<file path="config.mk">
export PLATFORM = sky130hd
export DESIGN_NAME = ssrl_relay_logic
export DESIGN_NICKNAME = d
export VERILOG_FILES = /design/src/rtl/ssrl_pkg.sv /design/src/rtl/ssrl_relay_logic.sv
export SDC_FILE = /design/constraint.sdc
export NUM_CORES = 1
export LEC_CHECK = 0
export ABC_AREA = 1
export CAP_MARGIN = 40
export CORE_UTILIZATION = 35
export DETAILED_ROUTE_END_ITERATION = 10
export DONT_BUFFER_PORTS = 1
export SYNTH_ARGS = -nofsm -noshare
export SYNTH_HDL_FRONTEND = slang
export SYNTH_SLANG_ARGS = --single-unit
</file>
<file path="constraint.sdc">
create_clock -name ref_clk -period 4.5 [get_ports ref_clk]
set_clock_uncertainty 0.1 [all_clocks]
set_input_delay 0.45 -clock ref_clk [delete_from_list [all_inputs] [get_ports ref_clk]]
set_output_delay 0.45 -clock ref_clk [all_outputs]
set_load 0.02 [all_outputs]
</file>
<file path="src/rtl/ssrl_pkg.sv">
// Overview of operation
// - six relay outputs, each with its own function code register
// - ramp-complete output latches after ramp ends, ignores later load dips
// - at-setpoint output follows speed inside the tolerance band
// - torque output set when torque magnitude below threshold, not while accelerating
// - speed outputs set below minimum speed or general threshold, separate settings
// - motor prewarn output drops on overtemperature; rising temperature faults after delay
// - heatsink prewarn output drops on switch; twenty seconds later fault and shutdown
// - variable monitor shows a selected internal variable, on two relays only
// - in-position outputs set after positioning inside window one or two
// - star and delta outputs drive the external winding contactor
// - minimum speed, temperature and monitor codes only in fine axis mode
// - controller enable removed: ramp braking, pulses off below minimum speed
// - fast stop removed: torque limit braking, then pulses off or stay magnetized
// - fault reset clears only after cause gone and controller enable inactive
package ssrl_pkg;

  localparam int unsigned NUM_RELAYS     = 6;
  localparam int unsigned NUM_VAR_RELAYS = 2;

  // timebase
  localparam int unsigned CLK_PERIOD_NS    = 50;
  localparam int unsigned TICK_TIME_NS     = 1000000;
  localparam int unsigned TICK_CYCLES_DEF  = TICK_TIME_NS / CLK_PERIOD_NS;
  localparam int unsigned HS_DELAY_S       = 20;
  localparam int unsigned HS_DELAY_TICKS   = HS_DELAY_S * (1000000000 / TICK_TIME_NS);

  // register byte offsets
  localparam logic [6:0] REG_RELAY_FUNC0 = 7'h00;
  localparam logic [6:0] REG_SPEED_TOL   = 7'h18;
  localparam logic [6:0] REG_TORQUE_THR  = 7'h1C;
  localparam logic [6:0] REG_SPEED_MIN   = 7'h20;
  localparam logic [6:0] REG_SPEED_X     = 7'h24;
  localparam logic [6:0] REG_INPOS_WIN1  = 7'h28;
  localparam logic [6:0] REG_INPOS_WIN2  = 7'h2C;
  localparam logic [6:0] REG_CTRL        = 7'h30;
  localparam logic [6:0] REG_MT_DELAY    = 7'h34;
  localparam logic [6:0] REG_STATUS      = 7'h38;
  localparam logic [6:0] REG_IRQ_STAT    = 7'h3C;
  localparam logic [6:0] REG_IRQ_MASK    = 7'h40;

  // control register fields
  localparam int unsigned CTRL_HOLD_BIT = 0;
  localparam int unsigned CTRL_VSEL_LSB = 4;

  // reset values
  localparam logic [15:0] RST_SPEED_TOL  = 16'h0010;
  localparam logic [15:0] RST_TORQUE_THR = 16'h0100;
  localparam logic [15:0] RST_SPEED_MIN  = 16'h0008;
  localparam logic [15:0] RST_SPEED_X    = 16'h0040;
  localparam logic [15:0] RST_INPOS_WIN  = 16'h0004;
  localparam logic [15:0] RST_MT_DELAY   = 16'h03E8;

  // interrupt event bits
  localparam int unsigned IRQ_MT_WARN  = 0;
  localparam int unsigned IRQ_HS_WARN  = 1;
  localparam int unsigned IRQ_MT_FAULT = 2;
  localparam int unsigned IRQ_HS_FAULT = 3;
  localparam int unsigned IRQ_W        = 4;

  typedef enum logic [3:0] {
    SSRL_FN_NONE     = 4'h0,
    SSRL_FN_RAMP     = 4'h1,
    SSRL_FN_AT_SET   = 4'h2,
    SSRL_FN_TORQUE   = 4'h3,
    SSRL_FN_NMIN     = 4'h4,
    SSRL_FN_NX       = 4'h5,
    SSRL_FN_MT_WARN  = 4'h6,
    SSRL_FN_HS_WARN  = 4'h7,
    SSRL_FN_VAR      = 4'h8,
    SSRL_FN_INPOS1   = 4'h9,
    SSRL_FN_INPOS2   = 4'hA,
    SSRL_FN_STAR     = 4'hB,
    SSRL_FN_DELTA    = 4'hC
  } ssrl_func_t;

  typedef enum logic [2:0] {
    SSRL_DRV_OFF     = 3'b000,
    SSRL_DRV_RUN     = 3'b001,
    SSRL_DRV_RAMP_BR = 3'b010,
    SSRL_DRV_TQ_BR   = 3'b011,
    SSRL_DRV_HOLD    = 3'b100
  } ssrl_drv_t;

endpackage

</file>
<file path="src/rtl/ssrl_relay_logic.sv">
// Chosen here: the Avalon-MM slave port and the register offsets.
`timescale 1ns/1ps
module ssrl_relay_logic #(
  parameter int unsigned TICK_CYCLES    = ssrl_pkg::TICK_CYCLES_DEF,
  parameter int unsigned HS_DELAY_TICKS = ssrl_pkg::HS_DELAY_TICKS
) (
  input  wire logic               ref_clk,
  input  wire logic               rst,
  input  wire logic [6:0]         avs_address,
  input  wire logic               avs_read,
  input  wire logic               avs_write,
  input  wire logic [31:0]        avs_writedata,
  input  wire logic [3:0]         avs_byteenable,
  output logic      [31:0]        avs_readdata,
  output logic                    avs_waitrequest,
  input  wire logic signed [15:0] speed_act,
  input  wire logic signed [15:0] speed_set,
  input  wire logic signed [15:0] torque_act,
  input  wire logic signed [15:0] pos_err,
  input  wire logic               ramp_active,
  input  wire logic               accelerating,
  input  wire logic               positioning_done,
  input  wire logic               motor_temp_warn,
  input  wire logic               motor_temp_crit,
  input  wire logic               heatsink_trip,
  input  wire logic               star_delta_select,
  input  wire logic [15:0]        monitor_vars,
  input  wire logic               fine_axis_precision_mode,
  input  wire logic               ctrl_enable,
  input  wire logic               pulse_enable,
  input  wire logic               fast_stop_release,
  input  wire logic               fault_reset,
  output logic [5:0]              relay_out,
  output logic                    pulses_on,
  output logic                    brake_ramp,
  output logic                    brake_torque_limit,
  output logic                    fault,
  output logic                    irq
);

  if (TICK_CYCLES < 1 || TICK_CYCLES > 65535 || HS_DELAY_TICKS < 1 || HS_DELAY_TICKS > 65535)
  begin : g_bad_param
    $error("ssrl_relay_logic: timing parameter out of range");
  end

  typedef struct packed {
    logic [5:0][3:0]           func;
    logic [15:0]               speed_tol;
    logic [15:0]               torque_threshold;
    logic [15:0]               speed_min;
    logic [15:0]               speed_x;
    logic [15:0]               win1;
    logic [15:0]               win2;
    logic                      hold_mag;
    logic [3:0]                var_sel;
    logic [15:0]               mt_delay;
    logic [ssrl_pkg::IRQ_W-1:0] irq_stat;
    logic [ssrl_pkg::IRQ_W-1:0] irq_mask;
    logic                      fault_mt;
    logic                      fault_hs;
    ssrl_pkg::ssrl_drv_t       drv;
    logic                      ramp_done;
    logic [15:0]               prev_set;
    logic [15:0]               tick_cnt;
    logic [15:0]               mt_cnt;
    logic [15:0]               hs_cnt;
    logic                      prev_mt_warn;
    logic                      prev_hs;
    logic [5:0]                relay;
    logic                      ack;
    logic [31:0]               rdata;
  } ssrl_state_t;

  ssrl_state_t s;
  ssrl_state_t next_s;

  function automatic logic [15:0] ssrl_mag(input logic signed [15:0] v);
    return v[15] ? 16'(-v) : 16'(v);
  endfunction

  function automatic logic [15:0] ssrl_merge(input logic [15:0] old_v,
                                             input logic [31:0] wd,
                                             input logic [3:0]  be);
    logic [15:0] r;
    r = old_v;
    if (be[0]) begin
      r[7:0] = wd[7:0];
    end
    if (be[1]) begin
      r[15:8] = wd[15:8];
    end
    return r;
  endfunction

  logic                      tick;
  logic                      at_set;
  logic [16:0]               diff;
  logic [15:0]               spd_mag;
  logic [ssrl_pkg::IRQ_W-1:0] ev;
  logic                      all_en;
  logic                      below_min;
  logic                      fn_ok;
  logic                      fn_val;
  logic [15:0]               wval;
  logic [31:0]               rd;
  logic [4:0]                widx;

  always_comb begin
    next_s = s;
    ev     = '0;
    fn_ok  = 1'b0;
    fn_val = 1'b0;
    rd     = '0;
    widx   = 5'(avs_address[6:2]);
    wval   = 16'h0000;

    // common timebase
    tick = (s.tick_cnt == 16'(TICK_CYCLES - 1));
    next_s.tick_cnt = tick ? 16'h0000 : 16'(s.tick_cnt + 16'h0001);

    spd_mag   = ssrl_mag(speed_act);
    diff      = 17'($signed({speed_act[15], speed_act}) - $signed({speed_set[15], speed_set}));
    at_set    = (diff[16] ? 17'(-diff) : diff) <= {1'b0, s.speed_tol};
    below_min = spd_mag < s.speed_min;

    // ramp complete latch: cleared by a new setpoint only
    next_s.prev_set = speed_set;
    if (speed_set != s.prev_set) begin
      next_s.ramp_done = 1'b0;
    end else if (!ramp_active && at_set) begin
      next_s.ramp_done = 1'b1;
    end

    // motor overtemperature delay
    if (!motor_temp_crit) begin
      next_s.mt_cnt = 16'h0000;
    end else if (s.mt_cnt >= s.mt_delay) begin
      ev[ssrl_pkg::IRQ_MT_FAULT] = !s.fault_mt;
    end else if (tick) begin
      next_s.mt_cnt = 16'(s.mt_cnt + 16'h0001);
    end

    // heatsink shutdown delay
    if (!heatsink_trip) begin
      next_s.hs_cnt = 16'h0000;
    end else if (s.hs_cnt >= 16'(HS_DELAY_TICKS)) begin
      ev[ssrl_pkg::IRQ_HS_FAULT] = !s.fault_hs;
    end else if (tick) begin
      next_s.hs_cnt = 16'(s.hs_cnt + 16'h0001);
    end

    next_s.prev_mt_warn = motor_temp_warn;
    next_s.prev_hs      = heatsink_trip;
    ev[ssrl_pkg::IRQ_MT_WARN] = motor_temp_warn && !s.prev_mt_warn;
    ev[ssrl_pkg::IRQ_HS_WARN] = heatsink_trip && !s.prev_hs;

    // fault reset, set wins over clear
    if (fault_reset && !ctrl_enable) begin
      if (!motor_temp_crit) begin
        next_s.fault_mt = 1'b0;
      end
      if (!heatsink_trip) begin
        next_s.fault_hs = 1'b0;
      end
    end
    if (ev[ssrl_pkg::IRQ_MT_FAULT]) begin
      next_s.fault_mt = 1'b1;
    end
    if (ev[ssrl_pkg::IRQ_HS_FAULT]) begin
      next_s.fault_hs = 1'b1;
    end

    // drive enable sequencing
    all_en = ctrl_enable && pulse_enable && fast_stop_release;
    unique case (s.drv)
      ssrl_pkg::SSRL_DRV_OFF: begin
        if (all_en && !s.fault_mt && !s.fault_hs) begin
          next_s.drv = ssrl_pkg::SSRL_DRV_RUN;
        end
      end
      ssrl_pkg::SSRL_DRV_RUN: begin
        if (!fast_stop_release) begin
          next_s.drv = ssrl_pkg::SSRL_DRV_TQ_BR;
        end else if (!ctrl_enable) begin
          next_s.drv = ssrl_pkg::SSRL_DRV_RAMP_BR;
        end
      end
      ssrl_pkg::SSRL_DRV_RAMP_BR: begin
        if (!fast_stop_release) begin
          next_s.drv = ssrl_pkg::SSRL_DRV_TQ_BR;
        end else if (below_min) begin
          next_s.drv = ssrl_pkg::SSRL_DRV_OFF;
        end
      end
      ssrl_pkg::SSRL_DRV_TQ_BR: begin
        if (below_min) begin
          next_s.drv = s.hold_mag ? ssrl_pkg::SSRL_DRV_HOLD
                                  : ssrl_pkg::SSRL_DRV_OFF;
        end
      end
      ssrl_pkg::SSRL_DRV_HOLD: begin
        if (!ctrl_enable) begin
          next_s.drv = ssrl_pkg::SSRL_DRV_OFF;
        end else if (fast_stop_release) begin
          next_s.drv = ssrl_pkg::SSRL_DRV_RUN;
        end
      end
      default: next_s.drv = ssrl_pkg::SSRL_DRV_OFF;
    endcase
    if (!pulse_enable || s.fault_mt || s.fault_hs) begin
      next_s.drv = ssrl_pkg::SSRL_DRV_OFF;
    end

    // relay function selection
    for (int i = 0; i < ssrl_pkg::NUM_RELAYS; i++) begin
      fn_ok  = 1'b1;
      fn_val = 1'b0;
      unique case (s.func[i])
        ssrl_pkg::SSRL_FN_RAMP:    fn_val = s.ramp_done;
        ssrl_pkg::SSRL_FN_AT_SET:  fn_val = at_set;
        ssrl_pkg::SSRL_FN_TORQUE:
          fn_val = (ssrl_mag(torque_act) < s.torque_threshold) && !accelerating;
        ssrl_pkg::SSRL_FN_NMIN: begin
          fn_ok  = fine_axis_precision_mode;
          fn_val = below_min;
        end
        ssrl_pkg::SSRL_FN_NX:      fn_val = spd_mag < s.speed_x;
        ssrl_pkg::SSRL_FN_MT_WARN: begin
          fn_ok  = fine_axis_precision_mode;
          fn_val = !motor_temp_warn;
        end
        ssrl_pkg::SSRL_FN_HS_WARN: begin
          fn_ok  = fine_axis_precision_mode;
          fn_val = !heatsink_trip;
        end
        ssrl_pkg::SSRL_FN_VAR: begin
          fn_ok  = fine_axis_precision_mode && (i < ssrl_pkg::NUM_VAR_RELAYS);
          fn_val = monitor_vars[s.var_sel];
        end
        ssrl_pkg::SSRL_FN_INPOS1:
          fn_val = positioning_done && (ssrl_mag(pos_err) <= s.win1);
        ssrl_pkg::SSRL_FN_INPOS2:
          fn_val = positioning_done && (ssrl_mag(pos_err) <= s.win2);
        ssrl_pkg::SSRL_FN_STAR:    fn_val = !star_delta_select;
        ssrl_pkg::SSRL_FN_DELTA:   fn_val = star_delta_select;
        default:                   fn_ok  = 1'b0;
      endcase
      next_s.relay[i] = fn_ok && fn_val;
    end

    // register read mux
    if (widx < 5'(ssrl_pkg::NUM_RELAYS)) begin
      rd[3:0] = s.func[widx[2:0]];
    end else begin
      unique case ({widx, 2'b00})
        ssrl_pkg::REG_SPEED_TOL:  rd[15:0] = s.speed_tol;
        ssrl_pkg::REG_TORQUE_THR: rd[15:0] = s.torque_threshold;
        ssrl_pkg::REG_SPEED_MIN:  rd[15:0] = s.speed_min;
        ssrl_pkg::REG_SPEED_X:    rd[15:0] = s.speed_x;
        ssrl_pkg::REG_INPOS_WIN1: rd[15:0] = s.win1;
        ssrl_pkg::REG_INPOS_WIN2: rd[15:0] = s.win2;
        ssrl_pkg::REG_CTRL:       rd[7:0]  = {s.var_sel, 3'b000, s.hold_mag};
        ssrl_pkg::REG_MT_DELAY:   rd[15:0] = s.mt_delay;
        ssrl_pkg::REG_STATUS:     rd[11:0] = {s.ramp_done, s.drv, s.fault_hs, s.fault_mt, s.relay};
        ssrl_pkg::REG_IRQ_STAT:   rd[3:0]  = s.irq_stat;
        ssrl_pkg::REG_IRQ_MASK:   rd[3:0]  = s.irq_mask;
        default:                  rd       = '0;
      endcase
    end

    // bus: capture in the first cycle, complete in the second
    next_s.ack = (avs_read || avs_write) && !s.ack;
    if ((avs_read || avs_write) && !s.ack) begin
      next_s.rdata = avs_read ? rd : 32'h0000_0000;
    end

    next_s.irq_stat = s.irq_stat | ev;
    if (s.ack && avs_read && ({widx, 2'b00} == ssrl_pkg::REG_IRQ_STAT)) begin
      // clears only bits that were returned; newer events survive
      next_s.irq_stat = (s.irq_stat & ~s.rdata[ssrl_pkg::IRQ_W-1:0]) | ev;
    end

    if (s.ack && avs_write) begin
      if (widx < 5'(ssrl_pkg::NUM_RELAYS)) begin
        wval = ssrl_merge({12'h000, s.func[widx[2:0]]}, avs_writedata, avs_byteenable);
        next_s.func[widx[2:0]] = wval[3:0];
      end else begin
        unique case ({widx, 2'b00})
          ssrl_pkg::REG_SPEED_TOL:
            next_s.speed_tol = ssrl_merge(s.speed_tol, avs_writedata, avs_byteenable);
          ssrl_pkg::REG_TORQUE_THR:
            next_s.torque_threshold = ssrl_merge(s.torque_threshold, avs_writedata,
                                                 avs_byteenable);
          ssrl_pkg::REG_SPEED_MIN:
            next_s.speed_min = ssrl_merge(s.speed_min, avs_writedata, avs_byteenable);
          ssrl_pkg::REG_SPEED_X:
            next_s.speed_x = ssrl_merge(s.speed_x, avs_writedata, avs_byteenable);
          ssrl_pkg::REG_INPOS_WIN1:
            next_s.win1 = ssrl_merge(s.win1, avs_writedata, avs_byteenable);
          ssrl_pkg::REG_INPOS_WIN2:
            next_s.win2 = ssrl_merge(s.win2, avs_writedata, avs_byteenable);
          ssrl_pkg::REG_CTRL: begin
            if (avs_byteenable[0]) begin
              next_s.hold_mag = avs_writedata[ssrl_pkg::CTRL_HOLD_BIT];
              next_s.var_sel  = avs_writedata[ssrl_pkg::CTRL_VSEL_LSB +: 4];
            end
          end
          ssrl_pkg::REG_MT_DELAY:
            next_s.mt_delay = ssrl_merge(s.mt_delay, avs_writedata, avs_byteenable);
          ssrl_pkg::REG_IRQ_MASK: begin
            if (avs_byteenable[0]) begin
              next_s.irq_mask = avs_writedata[ssrl_pkg::IRQ_W-1:0];
            end
          end
          default: ;
        endcase
      end
    end
  end

  always_ff @(posedge ref_clk) begin
    if (rst) begin
      s                  <= '0;
      s.speed_tol        <= ssrl_pkg::RST_SPEED_TOL;
      s.torque_threshold <= ssrl_pkg::RST_TORQUE_THR;
      s.speed_min        <= ssrl_pkg::RST_SPEED_MIN;
      s.speed_x          <= ssrl_pkg::RST_SPEED_X;
      s.win1             <= ssrl_pkg::RST_INPOS_WIN;
      s.win2             <= ssrl_pkg::RST_INPOS_WIN;
      s.mt_delay         <= ssrl_pkg::RST_MT_DELAY;
      s.drv              <= ssrl_pkg::SSRL_DRV_OFF;
    end else begin
      s <= next_s;
    end
  end

  assign avs_waitrequest    = (avs_read || avs_write) && !s.ack;
  assign avs_readdata       = s.rdata;
  assign relay_out          = s.relay;
  assign pulses_on          = (s.drv != ssrl_pkg::SSRL_DRV_OFF);
  assign brake_ramp         = (s.drv == ssrl_pkg::SSRL_DRV_RAMP_BR);
  assign brake_torque_limit = (s.drv == ssrl_pkg::SSRL_DRV_TQ_BR);
  assign fault              = s.fault_mt || s.fault_hs;
  assign irq                = |(s.irq_stat & s.irq_mask);

endmodule // ssrl_relay_logic

</file>
==> results by group <==
Placed design
  • Setup WS pre-CTS: 0.380 ns
  • Port bufs: 0
  • Placed cell areas: 17300 um2
  • Dpl hpwl: 45.5 mm
  • Placer congestion estimate: 0.942

Global routing
  • Global-route wire length before repair: 89.3 mm
  • Number of global-route vias before repair: 15.9k
  • Initial antenna violation count: 1
  • Overall routing resource usage: 0.234
  • Largest net degree at the start of global routing: 71
  • Overflow after GRT: 0

Clock tree
  • Setup bufs post-CTS: 0
  • TritonCTS Buffers: 28
  • Worst skew pair latency: 0.59 ns
  • Clk buf depth: 3
  • CTS root buffer: clkbuf_16
  • Clock Pin Slew Worst Setup and Hold Paths: 0.06 ns
  • CTS tree: done
  • H-tree levels: 1
  • Clock sinks: 244

Timing
  • Worst slew pin tran: 0.854 ns
  • Setup TNS: 0 ns
  • Max_slew headroom: 0.429
  • Fin. Hold Viols: 0
  • Fin crit period: 3.98 ns
  • Final WS setup: 0.523 ns
  • RSZ-0062 raised after global routing: false
  • Final period util: 0.884
  • Final setup fails: 0
  • F_max: 0.251 GHz
  • Max Slew Vio Count: 0

Layout
  • Commonest cells after routing, fill and taps aside: nand2_1, inv_1, a21oi_1
  • Antenna fix cells: 0
  • Sequential cell area: 4880 um2
  • Layout cells sized above 1: 0.0364
  • Most common cell after layout, fill and taps aside: nand2_1
  • Multi-input logic area: 9890 um2
  • Layout area overhead: 10.0%
  • Fill cells: 4996
  • Layout net count: 2840
  • Post-route cell area: 18600 um2

Worst setup path
  • Worst path required time: 4.85 ns
  • Worst Path Arrival: 4.33 ns
  • Crit path from: speed_set[11]
  • Most frequent CP cell: nand2_1
  • Crit-path max FO: 12
  • Reg-to-reg slack, setup: 1.71 ns
  • Worst r2r src: s[134]
  • CP max stage cell: dlygate4sd3_1
  • Critical Path Start Type: input pin
  • Largest stage delay, worst path: 0.54 ns
  • Worst reg-to-reg path cell count: 13
  • WS Path Type: input pin to flip-flop
  • Crit path capture type: flip-flop
  • RR Endpoint: s[65]
  • Setup crit end: s[105]

Floorplanning
  • Die H: 222 um
  • Core region area: 47600 um2
  • Die ar.: 49100 um2
  • Width of the die: 222 um
  • Num ports: 183
  • Row count: 80
  • Initial Util: 0.355

Detailed routing
  • First-pass DRT Iterations: 7
  • DR DRC count: 0
  • 1st-iter DRT viols: 1637
  • DR vias: 17.2k
  • DR vias/cell: 5.36
  • Total wire length: 59.1 mm
  • ANT nets after route: 0
  • Drt wl/cell: 18.5 um

Logic synthesis
  • Main flop type after synthesis: dfxtp_1
  • Syn. warnings: 0
  • Mapped Area: 16900 um2
  • Most area-consuming cells after synthesis: dfxtp_1, ha_1, nand2_1
  • Synth Instances: 2569
  • Yosys cell types: 53
  • Post-synthesis register bit count: 244
  • Fraction of the yosys area taken by sequential cells: 0.289
  • Mean area per synthesized cell: 6.58 um2
  • Post-synth top area share: 0.289
  • Area leader, netlist: dfxtp_1
  • Number of synthesized flops with an enable pin: 0
  • Synth async-reset ratio: 0

Pwr
  • VDD IR-drop max: 0.000219 V
  • P_leak: 7.85 nW
  • Total Power: 5.43 mW
  • PD cells: 292 nW/um2

Min path
  • Hold Path Class: input pin to flip-flop
  • Hold Crit Depth: 4

Run
  • Total of max-cap violations: 0

Outcome
  • Status: completed
==> critical path, delay by kind of cell <==
family | cells | cell delay [ns]
simple gates | 19 | 1.54
buf+inv | 6 | 1.12
fa+ha+maj | 2 | 0.63
compound gates | 3 | 0.44
xor+xnor | 1 | 0.14
==> synthesized netlist by cell type, drive strengths merged, types with 5 or more instances <==
library cell and n:
o211ai 15, ha 133, a21oi 291, o2111ai 5
a22oi 5, a211oi 5, nand3 144, o21a 9
nor3 53, xor2 45, o21ai 223, o22ai 59
nor4 9, clkbuf 40, xnor2 24, nand4 42
nor2 253, nand2 426, buf 60, o221ai 6
o31ai 5, dfxtp 244, inv 429, a31oi 8
==> logic make-up (layout without fill, tap and decap cells) <==
| group | count (synthesis) | after routing | synth area share |
|---|---|---|---|
| AND/OR/NAND/NOR | 942 | 942 | 0.239 |
| buffers and inverters | 532 | 533 | 0.129 |
| flip-flops | 244 | 244 | 0.289 |
| AO/OA/AOI/OAI | 647 | 647 | 0.208 |
| XOR/XNOR | 69 | 69 | 0.0358 |
| adder cells (fa/ha/maj) | 134 | 134 | 0.0997 |
| other | 1 | 16 | 0.000222 |
==> metrics by stage <==
| stage | utilization | hold WS (ns) | cells |
|---|---|---|---|
| after floorplan | - | 0.308 | 2584 |
| after detailed placement | 0.363 | 0.319 | 3112 |
| after global placement | 0.362 | 0.310 | 3108 |
| after CTS | 0.390 | 0.00633 | 3200 |
| after global routing | 0.390 | 0.0294 | 3200 |
| final | 0.390 | 0.0259 | 3200 |
==> report_power, final <==
part	leakage, nW	internal [mW]	switching [mW]	total, mW
combinational	5.44	0.354	0.647	1.00
sequential	1.97	2.18	0.0140	2.19
clock	0.432	1.28	0.963	2.24
==> worst min-delay path by stage <==
stage | startpoint | end | slack, ns
after detailed placement | s[40] | s[115] | 0.32
after CTS | fine_axis_precision_mode | relay_out[0] | 0.006
final | fine_axis_precision_mode | relay_out[0] | 0.03
after global placement | s[40] | s[115] | 0.31
after floorplan | s[40] | s[115] | 0.31
after global routing | fine_axis_precision_mode | relay_out[0] | 0.03
==> registers in the layout, indices dropped and copies added, names as in the netlist <==
register and count:
avs_readdata 16, s 222, relay_out 6
==> final cells by class <==
type	count	share of cell area
Timing Repair Buffer	53	0.0287
Sequential cell	244	0.263
Inverter	432	0.0872
Clock inverter	3	0.00215
Tap cell	615	0.0414
Clock buffer	45	0.0454
Multi-Input combinational cell	1808	0.532
==> routing by layer <==
metal	routed length, um	vias up	track usage	part of all wire
li1	-	8451	-	-
met1	26300	7948	0.310	0.44
met2	25600	659	0.365	0.43
met3	5120	106	0.0572	0.087
met4	2000	2	0.0860	0.034
met5	13	-	0	0.00022
==> what timing repair did <==
item                                    in CTS  in global routing
hold endpoints to repair                   135                  0
endpoints found under the setup margin       0                  0
gates resized for setup                      0                  0
hold buffers                                40                  0
Power figures use the tool's default switching activity.
